==> config.mk <==
export PLATFORM = sky130hd
export DESIGN_NAME = lin_slave_frame_handler
export DESIGN_NICKNAME = d
export VERILOG_FILES = /design/src/inc/lin_pkg.sv /design/src/core/lin_slave_frame_handler.sv /design/src/core/resp_fifo.sv /design/src/core/async_byte_serial_unit.sv
export VERILOG_INCLUDE_DIRS = /design/src /design/src/inc
export SDC_FILE = /design/constraint.sdc
export NUM_CORES = 1
export LEC_CHECK = 0
export ABC_AREA = 1
export BUFFER_PORTS_ARGS = -buffer_cell sky130_fd_sc_hd__clkbuf_2
export CAP_MARGIN = 40
export CORE_MARGIN = 2
export CORE_UTILIZATION = 55
export CTS_BUF_LIST = sky130_fd_sc_hd__clkbuf_2 sky130_fd_sc_hd__clkbuf_4 sky130_fd_sc_hd__clkbuf_8
export DETAILED_ROUTE_END_ITERATION = 8
export PLACE_DENSITY = 0.88
export SYNTH_ARGS = -nofsm -noshare
export SYNTH_HDL_FRONTEND = slang
export SYNTH_SLANG_ARGS = --single-unit
==> constraint.sdc <==
create_clock -name mclk -period 2.9 [get_ports mclk]
set_input_delay 0.145 -clock mclk [delete_from_list [all_inputs] [get_ports mclk]]
set_output_delay 0.145 -clock mclk [all_outputs]
set_load 0.05 [all_outputs]
==> src/inc/lin_defines.svh <==
`ifndef LIN_DEFINES_SVH
`define LIN_DEFINES_SVH

// ----------------------------------------------------------------
// clock and transfer rate
// ----------------------------------------------------------------
`define LIN_CLK_HZ          125000000
`define LIN_CLK_PERIOD_NS   8
`define LIN_BAUD            19200
`define LIN_TIMER_PRESCALE  8

// ----------------------------------------------------------------
// timing counts, in bit times
// ----------------------------------------------------------------
`define LIN_BREAK_BITS      11
`define LIN_TIMEOUT_BITS    20

// ----------------------------------------------------------------
// byte framing
// ----------------------------------------------------------------
`define LIN_STOP_BIT_IDX    4'd9

// ----------------------------------------------------------------
// identifiers and field values
// ----------------------------------------------------------------
`define LIN_ID_MASTER_REQ   6'h3c
`define LIN_ID_SLAVE_RESP   6'h3d
`define LIN_ID_EXT0         6'h3e
`define LIN_ID_EXT1         6'h3f
`define LIN_RESP_ID_MASK    64'h2fff_ffff_ffff_ffff
`define LIN_SYNC_BYTE       8'h55
`define LIN_SLEEP_CMD       8'h00
`define LIN_WAKE_BYTE       8'h80
`define LIN_LEN_2           4'h2
`define LIN_LEN_4           4'h4
`define LIN_LEN_8           4'h8

`endif

==> src/inc/lin_pkg.sv <==
package lin_pkg;

    typedef struct packed {
        logic       valid;
        logic [7:0] data;
    } byte_strm_t;

    typedef struct packed {
        logic       valid;
        logic       ferr;
        logic [7:0] data;
    } rx_evt_t;

    typedef struct packed {
        logic       valid;
        logic [5:0] id;
    } hdr_evt_t;

    typedef struct packed {
        logic timeout;
        logic rx_err;
        logic parity_err;
        logic csum_err;
    } err_evt_t;

    typedef enum logic [2:0] {
        ST_IDLE, ST_BRK, ST_SYNC, ST_ID, ST_RX, ST_TX, ST_TX_END, ST_WAKE
    } frm_state_t;

    typedef struct packed {
        logic        rx_armed;
        logic        rx_busy;
        logic [15:0] rx_cnt;
        logic [3:0]  rx_bit;
        logic [7:0]  rx_sh;
        rx_evt_t     evt;
        logic        tx_busy;
        logic [15:0] tx_cnt;
        logic [3:0]  tx_bit;
        logic [9:0]  tx_sh;
        logic        tx_out;
    } ser_regs_t;

    typedef struct packed {
        frm_state_t  st;
        logic [2:0]  pre;
        logic [15:0] ticks;
        logic [2:0]  sy;
        logic [5:0]  id;
        logic [3:0]  len;
        logic [3:0]  idx;
        logic [7:0]  csum;
        logic        tx_req;
        logic [7:0]  tx_byte;
        logic        pop;
        byte_strm_t  rx_out;
        hdr_evt_t    hdr;
        logic        done;
        err_evt_t    err;
        logic        sleep;
        logic        wake_det;
        logic [15:0] sync_ticks;
    } frm_regs_t;

endpackage

==> src/core/lin_slave_frame_handler.sv <==
// Behaviour
// - frame is master header, then one response
// - respond only to identifiers assigned here
// - byte: start, 8 data lsb first, stop
// - up to 61 response ids, 00h-3bh, 3dh
// - id 3ch: receive 8 bytes, 00h sets sleep
// - id 3dh assigned: send eight byte response
// - ids 3eh, 3fh: ignore, wait for break
// - response length from identifier length bits
// - clock/8 timer measures break, sync, timeouts
// - in standby, falling bus edge means wake
// - receiver reports byte errors to frame logic
// - wake signal sent through byte transmitter
// - divisor and timings derived from clock, rate
`timescale 1ns/1ps
`include "lin_defines.svh"

module lin_slave_frame_handler #(
    parameter int CLK_HZ     = `LIN_CLK_HZ,
    parameter int BAUD       = `LIN_BAUD,
    parameter int FIFO_DEPTH = 8
) (
    input  wire logic          mclk,
    input  wire logic          rst,
    input  wire logic          bus_rx,
    output logic               bus_tx,
    input  wire logic [63:0]   resp_id_en,
    input  wire logic          resp_valid,
    input  wire logic [7:0]    resp_data,
    output logic               resp_ready,
    output lin_pkg::byte_strm_t rx_data,
    output lin_pkg::hdr_evt_t  hdr,
    output logic               frame_done,
    output lin_pkg::err_evt_t  err,
    output logic               sleep_flag,
    input  wire logic          sleep_clr,
    input  wire logic          standby,
    output logic               wake_detect,
    input  wire logic          wake_req,
    output logic [15:0]        sync_ticks
);
    import lin_pkg::*;

    // ----------------------------------------------------------------
    // derived timing
    // ----------------------------------------------------------------
    localparam int DIV       = CLK_HZ / BAUD;
    localparam int TPB       = CLK_HZ / (`LIN_TIMER_PRESCALE * BAUD);
    localparam int BRK_TICKS = `LIN_BREAK_BITS * TPB;
    localparam int TMO_TICKS = `LIN_TIMEOUT_BITS * TPB;
    localparam logic [15:0] DIV_W = 16'(DIV);
    localparam logic [15:0] BRK_W = 16'(BRK_TICKS);
    localparam logic [15:0] TMO_W = 16'(TMO_TICKS);
    localparam logic [63:0] RESP_MASK = `LIN_RESP_ID_MASK;

    frm_regs_t q;
    frm_regs_t d;
    rx_evt_t   rx;
    logic      tx_busy;
    logic      fifo_valid;
    logic [7:0] fifo_data;
    logic      tick;
    logic      timed;

    function automatic logic parity_ok(input logic [7:0] f);
        logic p0;
        logic p1;
        p0 = f[0] ^ f[1] ^ f[2] ^ f[4];
        p1 = ~(f[1] ^ f[3] ^ f[4] ^ f[5]);
        return (f[6] == p0) && (f[7] == p1);
    endfunction

    function automatic logic [3:0] dlc_len(input logic [5:0] id);
        logic [3:0] n;
        case (id[5:4])
            2'b10:   n = `LIN_LEN_4;
            2'b11:   n = `LIN_LEN_8;
            default: n = `LIN_LEN_2;
        endcase
        return n;
    endfunction

    function automatic logic [7:0] csum_add(input logic [7:0] a, input logic [7:0] b);
        logic [8:0] s;
        s = {1'b0, a} + {1'b0, b};
        return s[7:0] + {7'b0, s[8]};
    endfunction

    // ----------------------------------------------------------------
    // byte serial unit and response buffer
    // ----------------------------------------------------------------
    async_byte_serial_unit u_ser (
        .mclk             (mclk),
        .rst              (rst),
        .bit_rate_divisor (DIV_W),
        .rx_in            (q.sy[1]),
        .tx_req           (q.tx_req),
        .tx_byte          (q.tx_byte),
        .tx_busy          (tx_busy),
        .tx_out           (bus_tx),
        .rx_evt           (rx)
    );

    resp_fifo #(
        .W     (8),
        .DEPTH (FIFO_DEPTH)
    ) u_fifo (
        .mclk      (mclk),
        .rst       (rst),
        .in_valid  (resp_valid),
        .in_data   (resp_data),
        .in_ready  (resp_ready),
        .out_valid (fifo_valid),
        .out_data  (fifo_data),
        .out_ready (q.pop)
    );

    assign rx_data     = q.rx_out;
    assign hdr         = q.hdr;
    assign frame_done  = q.done;
    assign err         = q.err;
    assign sleep_flag  = q.sleep;
    assign wake_detect = q.wake_det;
    assign sync_ticks  = q.sync_ticks;

    // ----------------------------------------------------------------
    // frame sequencer
    // ----------------------------------------------------------------
    always_comb begin
        d              = q;
        d.sy           = {q.sy[1], q.sy[0], bus_rx};
        d.rx_out.valid = 1'b0;
        d.hdr.valid    = 1'b0;
        d.done         = 1'b0;
        d.err          = '0;
        d.wake_det     = 1'b0;
        d.tx_req       = 1'b0;
        d.pop          = 1'b0;

        tick  = (q.pre == 3'(`LIN_TIMER_PRESCALE - 1));
        d.pre = tick ? 3'd0 : q.pre + 3'd1;
        if (tick && (q.ticks != 16'hffff)) begin
            d.ticks = q.ticks + 16'd1;
        end

        if (standby && q.sy[2] && !q.sy[1]) begin
            d.wake_det = 1'b1;
        end
        if (sleep_clr) begin
            d.sleep = 1'b0;
        end

        timed = (q.st == ST_SYNC) || (q.st == ST_ID) || (q.st == ST_RX)
             || (q.st == ST_TX) || (q.st == ST_TX_END);

        if (timed && (q.ticks >= TMO_W)) begin
            d.err.timeout = 1'b1;
            d.st          = ST_IDLE;
        end else begin
            case (q.st)
                ST_IDLE: begin
                    d.ticks = '0;
                    if (wake_req && !tx_busy) begin
                        d.tx_req  = 1'b1;
                        d.tx_byte = `LIN_WAKE_BYTE;
                        d.st      = ST_WAKE;
                    end else if (!q.sy[1]) begin
                        d.st = ST_BRK;
                    end
                end
                ST_WAKE: begin
                    if (!q.tx_req && !tx_busy) begin
                        d.st = ST_IDLE;
                    end
                end
                ST_BRK: begin
                    if (q.sy[1]) begin
                        d.ticks = '0;
                        d.st    = (q.ticks >= BRK_W) ? ST_SYNC : ST_IDLE;
                    end
                end
                ST_SYNC: begin
                    if (rx.valid) begin
                        d.ticks = '0;
                        if (rx.ferr || (rx.data != `LIN_SYNC_BYTE)) begin
                            d.err.rx_err = 1'b1;
                            d.st         = ST_IDLE;
                        end else begin
                            d.sync_ticks = q.ticks;
                            d.st         = ST_ID;
                        end
                    end
                end
                ST_ID: begin
                    if (rx.valid) begin
                        d.ticks = '0;
                        d.idx   = '0;
                        d.csum  = '0;
                        d.id    = rx.data[5:0];
                        d.len   = dlc_len(rx.data[5:0]);
                        if (rx.ferr) begin
                            d.err.rx_err = 1'b1;
                            d.st         = ST_IDLE;
                        end else if (!parity_ok(rx.data)) begin
                            d.err.parity_err = 1'b1;
                            d.st             = ST_IDLE;
                        end else begin
                            d.hdr = '{valid: 1'b1, id: rx.data[5:0]};
                            if ((rx.data[5:0] == `LIN_ID_EXT0)
                                || (rx.data[5:0] == `LIN_ID_EXT1)) begin
                                d.st = ST_IDLE;
                            end else if (rx.data[5:0] == `LIN_ID_MASTER_REQ) begin
                                d.len = `LIN_LEN_8;
                                d.st  = ST_RX;
                            end else if (resp_id_en[rx.data[5:0]]
                                && RESP_MASK[rx.data[5:0]]) begin
                                d.st = ST_TX;
                            end else begin
                                d.st = ST_IDLE;
                            end
                        end
                    end
                end
                ST_RX: begin
                    if (rx.valid) begin
                        d.ticks = '0;
                        if (rx.ferr) begin
                            d.err.rx_err = 1'b1;
                            d.st         = ST_IDLE;
                        end else if (q.idx != q.len) begin
                            d.rx_out = '{valid: 1'b1, data: rx.data};
                            d.csum   = csum_add(q.csum, rx.data);
                            d.idx    = q.idx + 4'd1;
                            if ((q.idx == 4'd0) && (rx.data == `LIN_SLEEP_CMD)) begin
                                d.sleep = 1'b1;
                            end
                        end else begin
                            d.err.csum_err = (rx.data != ~q.csum);
                            d.done         = 1'b1;
                            d.st           = ST_IDLE;
                        end
                    end
                end
                ST_TX: begin
                    if (!q.tx_req && !tx_busy) begin
                        if (q.idx != q.len) begin
                            if (fifo_valid) begin
                                d.pop     = 1'b1;
                                d.tx_req  = 1'b1;
                                d.tx_byte = fifo_data;
                                d.csum    = csum_add(q.csum, fifo_data);
                                d.idx     = q.idx + 4'd1;
                                d.ticks   = '0;
                            end
                        end else begin
                            d.tx_req  = 1'b1;
                            d.tx_byte = ~q.csum;
                            d.ticks   = '0;
                            d.st      = ST_TX_END;
                        end
                    end
                end
                ST_TX_END: begin
                    if (!q.tx_req && !tx_busy) begin
                        d.done = 1'b1;
                        d.st   = ST_IDLE;
                    end
                end
                default: begin
                    d.st = ST_IDLE;
                end
            endcase
        end
    end

    always_ff @(posedge mclk) begin
        if (rst) begin
            q    <= '0;
            q.sy <= 3'b111;
        end else begin
            q <= d;
        end
    end

endmodule

==> src/core/resp_fifo.sv <==
`timescale 1ns/1ps

module resp_fifo #(
    parameter int W     = 8,
    parameter int DEPTH = 8
) (
    input  wire logic         mclk,
    input  wire logic         rst,
    input  wire logic         in_valid,
    input  wire logic [W-1:0] in_data,
    output logic              in_ready,
    output logic              out_valid,
    output logic [W-1:0]      out_data,
    input  wire logic         out_ready
);
    localparam int AW = (DEPTH > 1) ? $clog2(DEPTH) : 1;

    typedef struct packed {
        logic [DEPTH-1:0][W-1:0] mem;
        logic [AW-1:0]           wr;
        logic [AW-1:0]           rd;
        logic [AW:0]             cnt;
        logic                    ready;
    } fifo_regs_t;

    fifo_regs_t q;
    fifo_regs_t d;
    logic       push;
    logic       pull;

    assign in_ready  = q.ready;
    assign out_valid = (q.cnt != '0);
    assign out_data  = q.mem[q.rd];

    always_comb begin
        d    = q;
        push = in_valid && q.ready;
        pull = out_ready && (q.cnt != '0);
        if (push) begin
            d.mem[q.wr] = in_data;
            d.wr        = (q.wr == AW'(DEPTH - 1)) ? '0 : q.wr + AW'(1);
        end
        if (pull) begin
            d.rd = (q.rd == AW'(DEPTH - 1)) ? '0 : q.rd + AW'(1);
        end
        d.cnt   = q.cnt + (AW+1)'(push) - (AW+1)'(pull);
        d.ready = (d.cnt < (AW+1)'(DEPTH));
    end

    always_ff @(posedge mclk) begin
        if (rst) begin
            q       <= '0;
            q.ready <= 1'b1;
        end else begin
            q <= d;
        end
    end

endmodule

==> src/core/async_byte_serial_unit.sv <==
`timescale 1ns/1ps
`include "lin_defines.svh"

module async_byte_serial_unit (
    input  wire logic        mclk,
    input  wire logic        rst,
    input  wire logic [15:0] bit_rate_divisor,
    input  wire logic        rx_in,
    input  wire logic        tx_req,
    input  wire logic [7:0]  tx_byte,
    output logic             tx_busy,
    output logic             tx_out,
    output lin_pkg::rx_evt_t rx_evt
);
    import lin_pkg::*;

    ser_regs_t q;
    ser_regs_t d;

    assign tx_busy = q.tx_busy;
    assign tx_out  = q.tx_out;
    assign rx_evt  = q.evt;

    always_comb begin
        d           = q;
        d.evt.valid = 1'b0;
        // ----------------------------------------------------------------
        // receiver: start, 8 data lsb first, stop sampled mid-bit
        // ----------------------------------------------------------------
        if (!q.rx_busy) begin
            if (rx_in) begin
                d.rx_armed = 1'b1;
            end else if (q.rx_armed) begin
                d.rx_busy  = 1'b1;
                d.rx_armed = 1'b0;
                d.rx_cnt   = {1'b0, bit_rate_divisor[15:1]};
                d.rx_bit   = '0;
            end
        end else if (q.rx_cnt != '0) begin
            d.rx_cnt = q.rx_cnt - 16'd1;
        end else begin
            d.rx_cnt = bit_rate_divisor - 16'd1;
            d.rx_bit = q.rx_bit + 4'd1;
            if (q.rx_bit == 4'd0) begin
                if (rx_in) begin
                    d.rx_busy = 1'b0;
                end
            end else if (q.rx_bit != `LIN_STOP_BIT_IDX) begin
                d.rx_sh = {rx_in, q.rx_sh[7:1]};
            end else begin
                d.rx_busy  = 1'b0;
                d.rx_armed = rx_in;
                d.evt      = '{valid: 1'b1, ferr: !rx_in, data: q.rx_sh};
            end
        end
        // ----------------------------------------------------------------
        // transmitter
        // ----------------------------------------------------------------
        if (!q.tx_busy) begin
            if (tx_req) begin
                d.tx_busy = 1'b1;
                d.tx_sh   = {1'b1, tx_byte, 1'b0};
                d.tx_cnt  = bit_rate_divisor - 16'd1;
                d.tx_bit  = '0;
                d.tx_out  = 1'b0;
            end
        end else if (q.tx_cnt != '0) begin
            d.tx_cnt = q.tx_cnt - 16'd1;
        end else if (q.tx_bit == `LIN_STOP_BIT_IDX) begin
            d.tx_busy = 1'b0;
            d.tx_out  = 1'b1;
        end else begin
            d.tx_sh  = {1'b1, q.tx_sh[9:1]};
            d.tx_out = q.tx_sh[1];
            d.tx_bit = q.tx_bit + 4'd1;
            d.tx_cnt = bit_rate_divisor - 16'd1;
        end
    end

    always_ff @(posedge mclk) begin
        if (rst) begin
            q        <= '0;
            q.tx_out <= 1'b1;
        end else begin
            q <= d;
        end
    end

endmodule

==> flow_summary.toml <==
[die]
rows = 55
fp.coreArea_um2 = 22700
die-area_um2 = 24500
die_x_um = 156
initial_core_util_pct = 56.3
die_h_um = 156
ios = 120

[yosys]
synthCells = 1884
async_reset_ff_share_pct = 0
synth-edff-count = 0
ys.flop_type = "dfxtp_1"
yosysTopAreaCellShare_pct = 37.0
synth_top_area_cell = "dfxtp_1"
synth_cell_types = 57
yosysWarnings = 0
synth.most_common_cell = "nor2_1"
yosysSeqAreaShare_pct = 37.0
syn_avg_cell_area_um2 = 6.78
yosys-top-cells-count = "nor2_1 (341), nand2_1 (315), dfxtp_1 (236)"
synth_seq_cells = 236
synthTopCellsByArea = "dfxtp_1 (37%), nor2_1 (10%), nand2_1 (9.3%)"
syn_nets = 2012
netlist_area_um2 = 12800

[setup_path]
crit-reg2reg-launch = "u_fifo.q[5]$_SDFFE_PP0P_"
ff2ff_setup_slack_ns = -0.48
reg2regPathDepth = 22
path_cells = "inv_8, clkbuf_16, buf_4, o21ai_0, o22ai_1, nand2_1, nand2_1, ha_1, a21oi_2, o21bai_1, ha_2, nand2_1, nor2_1, inv_1, or2_4, nor2_4, nand3_2, nand2_1, nand3_1, nand2_1, nand2_1, a21oi_2"
crit_path_start_kind = "flop"
r2r-end = "q[56]$_SDFFE_PP0P_"
crit_top_cell = "nand2_1"
slowest_stage = "dfxtp_4"
crit_type = "flop to flop"
crit_path_end = "q[56]$_SDFFE_PP0P_"
max_stage_delay_ns = 0.44
arrival_ns = 3.87
required_ns = 3.39
worstPathMaxFanout = 8
crit_start = "u_fifo.q[5]$_SDFFE_PP0P_"
end_kind = "flop"

[clock_tree]
root_buffer = "clkbuf_8"
cts_made_buffers = 41
clockBufferDepth = 3
clock-sinks = 236
insertion_delay_ns = 0.57
h-tree-depth = 2
cts_tree = "yes"
clkTransAtPathRegs_ns = 0.06

[pwr]
peakVddDrop_v = 0.000400
p_leak_nw = 7.08
pwr_density_cell_nw_per_um2 = 657
power.total_mw = 9.88

[sta]
worst_pin_slew_ns = 0.693
drv_slew = 0
relSlewSlack_pct = 53.5
fin_ws_ns = -0.475
skew_ns = 0.0426
finalCritPeriodShare_pct = 116
rsz0062_at_grt = "true"
setup_violations = 7
hold_viol_final = 0
fmax_ghz = 0.296
fin_crit_ns = 3.38

[cells_and_area]
areaGrowthSynthToFinish_pct = 17.7
num-nets-final = 2153
seq_area_um2 = 4730
drive_gt1_share_pct = 17.2
fill_cells = 1876
final_cells = 2340
num_antenna_cells = 0
multi_input_area_um2 = 6790

[global_route]
grt_max_degree = 61
grt_antenna_before_repair = 0
first_global_vias = 11900
grt_pass1_wl_um = 55400
grtUsageTotal_pct = 27.2
gr-total-overflow = 0

[place]
place_congestion = 0.926
dp.cells = 2244
port_buffers = 119
dp_hpwl_um = 23500

[outcome]
outcome = "complete, but fails checks"
violations = "setup timing"

[route]
vias = 12800
viasPerCell = 5.46
wirelength_um = 34000
wl_per_cell_um = 14.5
ant_nets = 0
first_pass_iters = 6
drt_iter0_markers = 1339
route.detailed.drc = 0

[hold_path]
min_from = "rst"
hold_class = "primary input to flop"

[flow_run]
maxCapViolations = 0
timing repair:
action,CTS,global route
gates resized for setup,22,45
pin swaps,14,9
buffers inserted,3,5
endpoints found under the setup margin,6,12
gates cloned,0,3
hold endpoints to repair,63,0
hold buffers,12,0
power breakdown:
part / internal [mW] / switching [mW]
registers: 3.62 / 0.304
clock network: 1.89 / 1.41
logic: 0.909 / 1.74
logic make-up (layout without fill, tap and decap cells):
group	count (synthesis)	in the layout	share of synthesized area, %
AOI/OAI and AO/OA	399	399	17.1
xor gates and xnor gates	47	47	3.22
and+or+nand+nor	810	810	26.3
adders and majority gates	49	49	4.98
buffers and inverters	343	514	11.4
DFF	236	236	37.0
final cells by class:
cell class                 instances  area share (%)
multi-input combinational       1305            45.1
timing repair buffer             202            8.95
inverter                         239            6.02
tap                              285            2.37
sequential                       236            31.5
clock buffer                      62            5.38
clock inverter                    11           0.691
cells in the final DEF (no fill, tap or decap), drive strengths merged, types with 3 or more instances in the layout:
cell	n
clkbuf	183
or2	7
fa	3
o21bai	5
o22ai	16
nor3	28
nand4	25
a21oi	124
o21ai	210
nor2	346
inv	239
o31ai	3
a22oi	11
nand3	73
nand2	318
o21a	4
a211oi	7
nor4	6
xor2	35
buf	69
ha	46
clkinv	9
a31oi	10
xnor2	12
dfxtp	236
dlygate4sd3	12
worst max-delay path, delay by kind of cell, from the launching register on:
family                   cells  cell delay (ns)
AO/OA/AOI/OAI                5             0.60
adder cells (fa/ha/maj)      2             0.59
buffers and inverters        4             0.46
flip-flops                   1             0.44
AND/OR/NAND/NOR             11             1.19
flip-flops by register name, summed over array words and instances (netlist names), 2 cells and up, named ones only:
signal / flops
hdr: 7
err: 4
u_ser.rx_evt: 10
d: 2
q: 48
u_ser.q: 59
u_fifo.q: 74
sync_ticks: 16
rx_data: 9
per-stage QoR:
| stage | instance area [µm²] | setup slack [ns] | util, % | hold WS [ns] | TNS (ns) |
|---|---|---|---|---|---|
| 6_report | 15000 | -0.475 | 66.2 | 0.0383 | -2.03 |
| 2_1_floorplan | 12900 | 0.00478 | - | 0.249 | 0 |
| 5_1_grt | 15000 | -0.661 | 66.2 | 0.0275 | -3.10 |
| 3_5_place_dp | 13700 | -0.332 | 60.3 | 0.347 | -1.07 |
| 3_3_place_gp | 13700 | -0.170 | 60.3 | 0.346 | -0.347 |
| 4_1_cts | 14800 | -0.225 | 65.1 | 0.0124 | -0.818 |
metal layers:
metal | up-vias | global-route usage, % | wire length, µm
li1 | 6348 | - | -
met1 | 5790 | 34.6 | 14400
met2 | 541 | 46.6 | 16100
met3 | 88 | 4.32 | 2500
met4 | 0 | 10.1 | 976
met5 | - | 0 | 0
how the worst min path moves through the flow:
stage                             to  slack [ns]  cells past startpoint
2_1_floorplan       d[72]$_SDFF_PP1_        0.25                      1
3_5_place_dp        d[72]$_SDFF_PP1_        0.35                      2
3_3_place_gp        d[72]$_SDFF_PP1_        0.35                      2
5_1_grt        rx_data[8]$_SDFF_PP0_        0.03                      2
6_report          q[60]$_SDFFE_PP0P_        0.04                      2
4_1_cts            err[3]$_SDFF_PP0_        0.01                      2
No activity file was read; power rests on OpenSTA's default activity.
